**config.mk**
```make
export PLATFORM = sky130hd
export DESIGN_NAME = smctr_regs
export DESIGN_NICKNAME = d
export VERILOG_FILES = /design/src/logic/smctr_pkg.sv /design/src/logic/smctr_map_mem.sv /design/src/logic/smctr_regs.sv
export SDC_FILE = /design/constraint.sdc
export NUM_CORES = 1
export LEC_CHECK = 0
export ABC_AREA = 1
export BUFFER_PORTS_ARGS = -buffer_cell sky130_fd_sc_hd__buf_2
export CORE_UTILIZATION = 40
export CTS_BUF_LIST = sky130_fd_sc_hd__clkbuf_16
export DETAILED_ROUTE_END_ITERATION = 16
export PLACE_DENSITY = 0.68
export SYNTH_ARGS = -nofsm -noshare
export SYNTH_HDL_FRONTEND = slang
export SYNTH_SLANG_ARGS = --single-unit
```
**constraint.sdc**
```tcl
create_clock -name clk -period 3.9 [get_ports clk]
set_input_delay 0.585 -clock clk [delete_from_list [all_inputs] [get_ports clk]]
set_output_delay 0.585 -clock clk [all_outputs]
set_load 0.005 [all_outputs]
```
**src/logic/smctr_pkg.sv**
```systemverilog
// Package: constants and carriers for the socket manager command and request registers
package smctr_pkg;

  // ------------------------------------------------------------------
  // Sizes
  // ------------------------------------------------------------------
  localparam int unsigned NUM_REQ   = 16;                  // Requests allocated to this manager
  localparam int unsigned REQ_W     = $clog2(NUM_REQ);     // Request field and map entry width
  localparam int unsigned DATA_W    = 32;

  // ------------------------------------------------------------------
  // Register selection (bank in upper address bits, row in lower)
  // ------------------------------------------------------------------
  localparam int unsigned ADDR_W    = 12;
  localparam int unsigned BANK_LSB  = 10;
  localparam logic [1:0]  BANK_CTRL = 2'h0;                // Bank 0: status/command, request word
  localparam logic [1:0]  BANK_MAP  = 2'h1;                // Bank 1: request map rows
  localparam logic [9:0]  SEL_STATUS = 10'h000;            // Status read / command write
  localparam logic [9:0]  SEL_SWREQ  = 10'h001;            // Software request word

  // ------------------------------------------------------------------
  // Command word fields
  // ------------------------------------------------------------------
  localparam int unsigned UARG_MSB  = 31;
  localparam int unsigned UARG_LSB  = 16;
  localparam int unsigned MARG_MSB  = 15;
  localparam int unsigned MARG_LSB  = 8;
  localparam int unsigned CODE_MSB  = 7;
  localparam int unsigned CODE_LSB  = 0;
  localparam logic [7:0]  CMD_SHUTDOWN   = 8'h00;
  localparam logic [7:0]  CMD_RESTART_NS = 8'h01;
  localparam logic [7:0]  CMD_RESTART_ST = 8'h02;
  localparam logic [7:0]  CMD_PROCEED    = 8'h03;
  localparam logic [7:0]  CMD_USER       = 8'h04;

  // ------------------------------------------------------------------
  // Status and request word fields
  // ------------------------------------------------------------------
  localparam int unsigned STAT_SHUT_BIT = 7;
  localparam int unsigned PEND_BIT      = 31;
  localparam logic        SHUT_RESET    = 1'b1;            // Manager starts shut down

  typedef enum logic [2:0] {
    SMCTR_NONE, SMCTR_SHUTDOWN, SMCTR_RESTART_NS, SMCTR_RESTART_ST, SMCTR_PROCEED, SMCTR_USER
  } smctr_cmd_e;

  // Decoded command carrier
  typedef struct packed {
    logic        valid;
    smctr_cmd_e  cmd;
    logic [15:0] upper_argument;
    logic [7:0]  middle_argument;
  } smctr_cmd_s;

  // Register port request carrier
  typedef struct packed {
    logic              wr;
    logic              rd;
    logic [ADDR_W-1:0] addr;
    logic [DATA_W-1:0] wdata;
  } smctr_req_s;

endpackage : smctr_pkg

```
**src/logic/smctr_map_mem.sv**
```systemverilog
// Request-to-module mapping memory with registered read data
`timescale 1ns/1ps
module smctr_map_mem (
  input  wire logic                           clk,
  input  wire logic                           we,
  input  wire logic [smctr_pkg::REQ_W-1:0]    waddr,
  input  wire logic [smctr_pkg::REQ_W-1:0]    wdata,
  input  wire logic [smctr_pkg::REQ_W-1:0]    raddr,
  output logic      [smctr_pkg::REQ_W-1:0]    rdata
);

  logic [smctr_pkg::REQ_W-1:0] mem [smctr_pkg::NUM_REQ];

  // Write port
  always_ff @(posedge clk)
  begin
    if (we)
    begin
      mem[waddr] <= wdata;
    end
  end

  // Registered read port
  always_ff @(posedge clk)
  begin
    rdata <= mem[raddr];
  end

endmodule : smctr_map_mem

```
**src/logic/smctr_regs.sv**
```systemverilog
// Command word, software request word and request map bank of one socket manager
`timescale 1ns/1ps
// Behaviour
// - Command word is write-only, shares address with status; reads there return status.
// - Command word splits into upper 31:16, middle 15:8, code 7:0.
// - Codes 0..4: shutdown, restart plain, restart with status, proceed, user.
// - Request word bit 31 reads pending flag; writes to bit 31 ignored.
// - Request field is W bits; bits 30 to W ignore writes, read zero.
// - Written request selects map row; new write replaces pending request.
// - Map entry per request index holds module identifier to load.
// - Several request indices may map to one module.
// - Map entry stores low X bits; higher bits ignore writes, read zero.
// - Map bank accessible only when shut down; else reads zero, writes dropped.
// - Status bit 7 reports shutdown, same condition gating map access.
module smctr_regs (
  input  wire logic                              clk,
  input  wire logic                              nrst,
  input  wire smctr_pkg::smctr_req_s             reg_req,
  output logic      [smctr_pkg::DATA_W-1:0]      reg_rdata,
  output logic                                   reg_rvalid,
  input  wire logic                              req_taken,
  output smctr_pkg::smctr_cmd_s                  cmd_out,
  output logic                                   shutdown,
  output logic                                   req_pending,
  output logic      [smctr_pkg::REQ_W-1:0]       req_index,
  output logic      [smctr_pkg::REQ_W-1:0]       module_identifier
);

  localparam int unsigned W = smctr_pkg::REQ_W;

  // ------------------------------------------------------------------
  // Address decode
  // ------------------------------------------------------------------
  function automatic logic sel_is(input logic [smctr_pkg::ADDR_W-1:0] a, input logic [1:0] bank,
                                  input logic [9:0] row);
    sel_is = (a[smctr_pkg::ADDR_W-1:smctr_pkg::BANK_LSB] == bank) && (a[9:0] == row);
  endfunction : sel_is

  logic                          is_map;
  logic                          wr_cmd;
  logic                          wr_swreq;
  logic                          wr_map;
  logic [7:0]                    code;
  smctr_pkg::smctr_cmd_e         dec_cmd;
  logic                          shut_r;
  logic                          pend_r;
  logic [W-1:0]                  req_r;
  logic [W-1:0]                  map_rdata;
  logic                          rd_d_r;
  logic [1:0]                    rd_kind_r;
  logic                          rd_shut_r;
  logic [W-1:0]                  mod_r;
  logic                          lookup_r;

  assign is_map = (reg_req.addr[smctr_pkg::ADDR_W-1:smctr_pkg::BANK_LSB] == smctr_pkg::BANK_MAP)
                  && (reg_req.addr[9:W] == '0);
  assign wr_cmd   = reg_req.wr && sel_is(reg_req.addr, smctr_pkg::BANK_CTRL, smctr_pkg::SEL_STATUS);
  assign wr_swreq = reg_req.wr && sel_is(reg_req.addr, smctr_pkg::BANK_CTRL, smctr_pkg::SEL_SWREQ);
  assign wr_map   = reg_req.wr && is_map && shut_r;

  // ------------------------------------------------------------------
  // Command decode
  // ------------------------------------------------------------------
  // code field
  assign code = reg_req.wdata[smctr_pkg::CODE_MSB:smctr_pkg::CODE_LSB];

  always_comb
  begin
    unique case (code)
      smctr_pkg::CMD_SHUTDOWN:   dec_cmd = smctr_pkg::SMCTR_SHUTDOWN;
      smctr_pkg::CMD_RESTART_NS: dec_cmd = smctr_pkg::SMCTR_RESTART_NS;
      smctr_pkg::CMD_RESTART_ST: dec_cmd = smctr_pkg::SMCTR_RESTART_ST;
      smctr_pkg::CMD_PROCEED:    dec_cmd = smctr_pkg::SMCTR_PROCEED;
      smctr_pkg::CMD_USER:       dec_cmd = smctr_pkg::SMCTR_USER;
      default:                   dec_cmd = smctr_pkg::SMCTR_NONE;
    endcase
  end

  // reserved codes give no command pulse
  always_ff @(posedge clk)
  begin
    if (!nrst)
    begin
      cmd_out <= '0;
    end
    else
    begin
      cmd_out.valid           <= wr_cmd && (dec_cmd != smctr_pkg::SMCTR_NONE);
      cmd_out.cmd             <= wr_cmd ? dec_cmd : smctr_pkg::SMCTR_NONE;
      cmd_out.upper_argument  <= reg_req.wdata[smctr_pkg::UARG_MSB:smctr_pkg::UARG_LSB];
      cmd_out.middle_argument <= reg_req.wdata[smctr_pkg::MARG_MSB:smctr_pkg::MARG_LSB];
    end
  end

  // ------------------------------------------------------------------
  // Manager shutdown state
  // ------------------------------------------------------------------
  // shutdown flag from commands
  always_ff @(posedge clk)
  begin
    if (!nrst)
    begin
      shut_r <= smctr_pkg::SHUT_RESET;
    end
    else if (wr_cmd && dec_cmd == smctr_pkg::SMCTR_SHUTDOWN)
    begin
      shut_r <= 1'b1;
    end
    else if (wr_cmd && (dec_cmd == smctr_pkg::SMCTR_RESTART_NS || dec_cmd == smctr_pkg::SMCTR_RESTART_ST))
    begin
      shut_r <= 1'b0;
    end
  end

  assign shutdown = shut_r;

  // ------------------------------------------------------------------
  // Software request
  // ------------------------------------------------------------------
  // write replaces pending request; set wins over taken
  always_ff @(posedge clk)
  begin
    if (!nrst)
    begin
      pend_r <= 1'b0;
      req_r  <= '0;
    end
    else if (wr_swreq)
    begin
      req_r  <= reg_req.wdata[W-1:0];
      pend_r <= 1'b1;
    end
    else if (req_taken)
    begin
      pend_r <= 1'b0;
    end
  end

  assign req_pending = pend_r;
  assign req_index   = req_r;

  // ------------------------------------------------------------------
  // Mapping bank
  // ------------------------------------------------------------------
  // one X-bit identifier per request row
  smctr_map_mem u_map (
    .clk   (clk),
    .we    (wr_map),
    .waddr (reg_req.addr[W-1:0]),
    .wdata (reg_req.wdata[W-1:0]),
    .raddr (reg_req.rd ? reg_req.addr[W-1:0] : req_r),
    .rdata (map_rdata)
  );

  // Lookup of the pending request's module, on idle read port cycles
  always_ff @(posedge clk)
  begin
    if (!nrst)
    begin
      lookup_r <= 1'b0;
      mod_r    <= '0;
    end
    else
    begin
      lookup_r <= !reg_req.rd;
      if (lookup_r)
      begin
        mod_r <= map_rdata;
      end
    end
  end

  assign module_identifier = mod_r;

  // ------------------------------------------------------------------
  // Read path, one cycle latency
  // ------------------------------------------------------------------
  always_ff @(posedge clk)
  begin
    if (!nrst)
    begin
      rd_d_r    <= 1'b0;
      rd_kind_r <= 2'h0;
      rd_shut_r <= 1'b0;
    end
    else
    begin
      rd_d_r    <= reg_req.rd;
      rd_shut_r <= shut_r;
      if (sel_is(reg_req.addr, smctr_pkg::BANK_CTRL, smctr_pkg::SEL_STATUS))
        rd_kind_r <= 2'h1;
      else if (sel_is(reg_req.addr, smctr_pkg::BANK_CTRL, smctr_pkg::SEL_SWREQ))
        rd_kind_r <= 2'h2;
      else if (is_map)
        rd_kind_r <= 2'h3;
      else
        rd_kind_r <= 2'h0;
    end
  end

  // Read data mux
  always_comb
  begin
    reg_rdata  = '0;
    reg_rvalid = rd_d_r;
    if (rd_d_r)
    begin
      unique case (rd_kind_r)
        2'h1: reg_rdata[smctr_pkg::STAT_SHUT_BIT] = shut_r;
        2'h2:
        begin
          reg_rdata[smctr_pkg::PEND_BIT] = pend_r;
          reg_rdata[W-1:0]               = req_r;
        end
        // map read zero unless shut down
        2'h3: reg_rdata[W-1:0] = rd_shut_r ? map_rdata : '0;
        default: reg_rdata = '0;
      endcase
    end
  end

  // ------------------------------------------------------------------
  // Checks
  // ------------------------------------------------------------------
  a_map_wr_gate: assert property (@(posedge clk) disable iff (!nrst)
    (reg_req.wr && is_map && !shut_r) |-> !wr_map) else $error("map write while running");
  a_map_rd_zero: assert property (@(posedge clk) disable iff (!nrst)
    (reg_req.rd && is_map && !shut_r) |=> (reg_rdata == '0)) else $error("map read not zero");
  a_req_replace: assert property (@(posedge clk) disable iff (!nrst)
    wr_swreq |=> (pend_r && req_r == $past(reg_req.wdata[W-1:0]))) else $error("request not stored");
  a_pend_read: assert property (@(posedge clk) disable iff (!nrst)
    (reg_req.rd && sel_is(reg_req.addr, smctr_pkg::BANK_CTRL, smctr_pkg::SEL_SWREQ) && !wr_swreq)
    |=> (reg_rdata[smctr_pkg::PEND_BIT] == $past(pend_r) || $past(req_taken))) else $error("pending bit wrong");
  a_swreq_zero: assert property (@(posedge clk) disable iff (!nrst)
    (rd_d_r && rd_kind_r != 2'h1) |-> (reg_rdata[smctr_pkg::PEND_BIT-1:W] == '0)) else $error("reserved bits nonzero");
  a_shut_cmd: assert property (@(posedge clk) disable iff (!nrst)
    (wr_cmd && code == smctr_pkg::CMD_SHUTDOWN) |=> shut_r) else $error("shutdown not entered");
  a_rsvd_cmd: assert property (@(posedge clk) disable iff (!nrst)
    (wr_cmd && code > smctr_pkg::CMD_USER) |=> (!cmd_out.valid && $stable(shut_r))) else $error("reserved cmd acted");
  a_cmd_args: assert property (@(posedge clk) disable iff (!nrst)
    wr_cmd |=> (cmd_out.upper_argument == $past(reg_req.wdata[smctr_pkg::UARG_MSB:smctr_pkg::UARG_LSB])))
    else $error("argument split wrong");
  a_status_rd: assert property (@(posedge clk) disable iff (!nrst)
    (reg_req.rd && sel_is(reg_req.addr, smctr_pkg::BANK_CTRL, smctr_pkg::SEL_STATUS) && !wr_cmd)
    |=> (reg_rdata[smctr_pkg::STAT_SHUT_BIT] == shut_r)) else $error("status read wrong");

endmodule : smctr_regs

```
==> impl_results.md <==
- Worst-Skew Late Latency: 0.35 ns
- Routed wire per std cell: 13.6 um
- Initial antenna violation count: 0
- Worst Max-Slew Pin Slew: 0.680 ns
- Final hold violation count: 0
- Logic pwr share: 0.074
- First-pass GRT wire length: 17.0 mm
- # IOs: 120
- Cts repair resizes: 0
- Port Buf Inserts: 93
- Routed wire length: 10.6 mm
- Area grow syn2layout: 15.1%
- Pwr dens: 411 nW/um2
- Setup ws final: 1.84 ns
- Clock slew at reported path FFs: 0.07 ns
- Initial Util: 0.418
- Rel. slew slack: 0.543
- Register bit count reported by yosys: 111
- Net Sw Power: 539 uW
- Pin count of the biggest net entering global routing: 40
- Vias in the first global route: 3,568
- Remaining DRCs: 4
- Crit Path Max Fanout: 6
- Status: finished, violations left
- Dominant synthesized flop cell: edfxtp_1
- Fin util: 0.481
- Antenna-violating nets left: 0
- Sink Count: 111
- Critical-path cell list: buf_2, nor2_1, nand3_1, nor3_2, nand4_1, nor2_1
- Via Count: 3,706
- CP Launch Type: input port
- Syn Area/Cell: 9.00 um2
- Fmax: 0.485 GHz
- FILL cells: 1,106
- Post-synth EDFFs: 64
- TritonCTS clock tree: yes
- Number of hold buffers added after cts: 0
- Root buffer cell: clkbuf_16
- Seq/Total Area, Yosys: 0.589
- Die height: 112 um
- Gr usage total: 0.175
- Via/cell ratio: 4.76
- Crit-path max cell delay: 0.46 ns
- Clock tree buffer depth: 2
- Clk_skew: 0.0101 ns
- Die area: 12,600 um2
- Sw Share: 0.234
- Post-synth cell types: 23
- First DRT Iteration DRCs: 301
- Clock power share: 0.375
- Most frequent CP cell: nor2_1
- Violated checks: design-rule violations
- Core ar.: 11,600 um2
- Final nets: 679
- Worst hold slack: 0.407 ns
- Final Cycle Share: 0.528
- Post-DP HPWL: 7.56 mm
- Number of CTS-inserted buffers: 9
- Pins Over Slew Limit: 0
- RePlAce Congestion: 0.921
- Grt ovf: 0
- Internal power: 1760 uW
- Req. time, crit path: 3.92 ns
- H-tree levels: 3
- Mapped Area: 4860 um2
- Critical-path top delay cell: nor3_2
- Async set-reset flop share out of synthesis: 0
- Row count: 39
- Yosys warns: 0
- HP Class: input port to register
- Max-Cap Viols: 0
- Register Area: 2860 um2
- Die X: 112 um
- Layout cells sized above 1: 0.191
- Post-layout minimum cycle time: 2.06 ns
- Setup Buffers After CTS: 0
- Final setup viols: 0
- Total power: 2300 uW
- CP Class: input port to register
- Initial DRT Pass Iterations: 13
- Syn Inst Count: 540
- Worst EP arrival: 2.08 ns
- Pre-CTS setup slack: 1.53 ns
- Peak VDD IR: 0.000292 V
- Setup TNS: 0 ns
- Critical Path Sink Type: register
- Multi-input logic area: 1390 um2
- Lkg Pwr: 0.00276 uW
- Unrepaired setup endpoints after global routing: false
- Sequential Power Share: 0.551
- Antenna Cells: 0
-- worst max-delay path: cells and delay by family --
kind / cells / cell delay (ns)
AND/OR/NAND/NOR: 5 / 1.38
buffers and inverters: 1 / 0.10
-- routing by layer --
layer	GRT usage	wire length, um	vias to the layer above
li1	-	-	1827
met1	0.205	4290	1679
met2	0.307	5210	180
met3	0.0448	851	20
met4	0.0747	210	0
met5	0	0	-
-- worst paths after layout --
| path | start | slack (ns) | depth (start not counted) | to |
|---|---|---|---|---|
| setup reg to reg | shutdown | 2.24 | 4 | u_map.mem[4][0] |
| hold reg to reg | module_identifier[0] | 0.50 | 2 | module_identifier[0] |
| hold / removal | reg_req[30] | 0.41 | 3 | cmd_out[22] |
| setup / recovery | reg_req[39] | 1.84 | 6 | u_map.mem[4][0] |
-- kinds of logic (layout without fill, tap and decap cells) --
family | count (synthesis) | in the layout | share of synthesized area
compound gates | 15 | 15 | 0.0216
buf+inv | 147 | 217 | 0.143
flops | 111 | 111 | 0.589
other cells | 1 | 26 | 0.000772
simple gates | 266 | 266 | 0.245
-- final cells by class --
class,count,area share
tap,143,0.0320
sequential,111,0.512
multi-input combinational,307,0.249
clock buffer,9,0.0403
inverter,108,0.0725
clock inverter,7,0.0110
timing repair buffer,93,0.0832
-- cells in the mapped netlist (5+ instances only) --
cell type / instances / area [um2]
inv_1: 108 / 405
nand2_1: 98 / 368
nand3_1: 87 / 435
edfxtp_1: 64 / 1920
nor2_1: 57 / 214
dfxtp_1: 47 / 941
buf_4: 28 / 210
nand3b_1: 8 / 60.1
nand2_2: 6 / 37.5
o21ai_0: 6 / 30.0
buf_6: 5 / 56.3
-- power by group through the flow --
stage	Clock (uW)	Sequential [uW]	Combinational [uW]
after floorplan	0	1290	110
after CTS	885	1270	171
after global placement	0	1290	168
final	862	1270	171
after global routing	929	1270	192
after detailed placement	0	1290	170
-- layout by cell type, fill, tap and decap left out, drive strengths merged --
master	netlist	layout
a21oi	4	4
nand3	87	87
conb	1	26
o21a	3	3
dfxtp	47	47
nand4	4	4
edfxtp	64	64
nor2	58	58
and3	1	1
clkbuf	4	9
nand2	106	106
clkinv	0	3
o21ai	8	8
inv	108	112
buf	35	93
nand3b	8	8
nor3	2	2
-- stage by stage --
stage / cells / cell area [um2]
2_1_floorplan: 565 / 4950
3_3_place_gp: 762 / 5310
3_5_place_dp: 762 / 5310
4_1_cts: 778 / 5590
5_1_grt: 778 / 5590
6_report: 778 / 5590
-- sequential cells by signal (all words and copies together), names as in the netlist --
| name | cells |
|---|---|
| cmd_out | 28 |
| lookup_r | 1 |
| module_identifier | 4 |
| rd_kind_r | 2 |
| rd_shut_r | 1 |
| reg_rvalid | 1 |
| req_index | 4 |
| req_pending | 1 |
| shutdown | 1 |
| u_map.mem | 64 |
| u_map.rdata | 4 |
(Power assumes the default switching activity.)
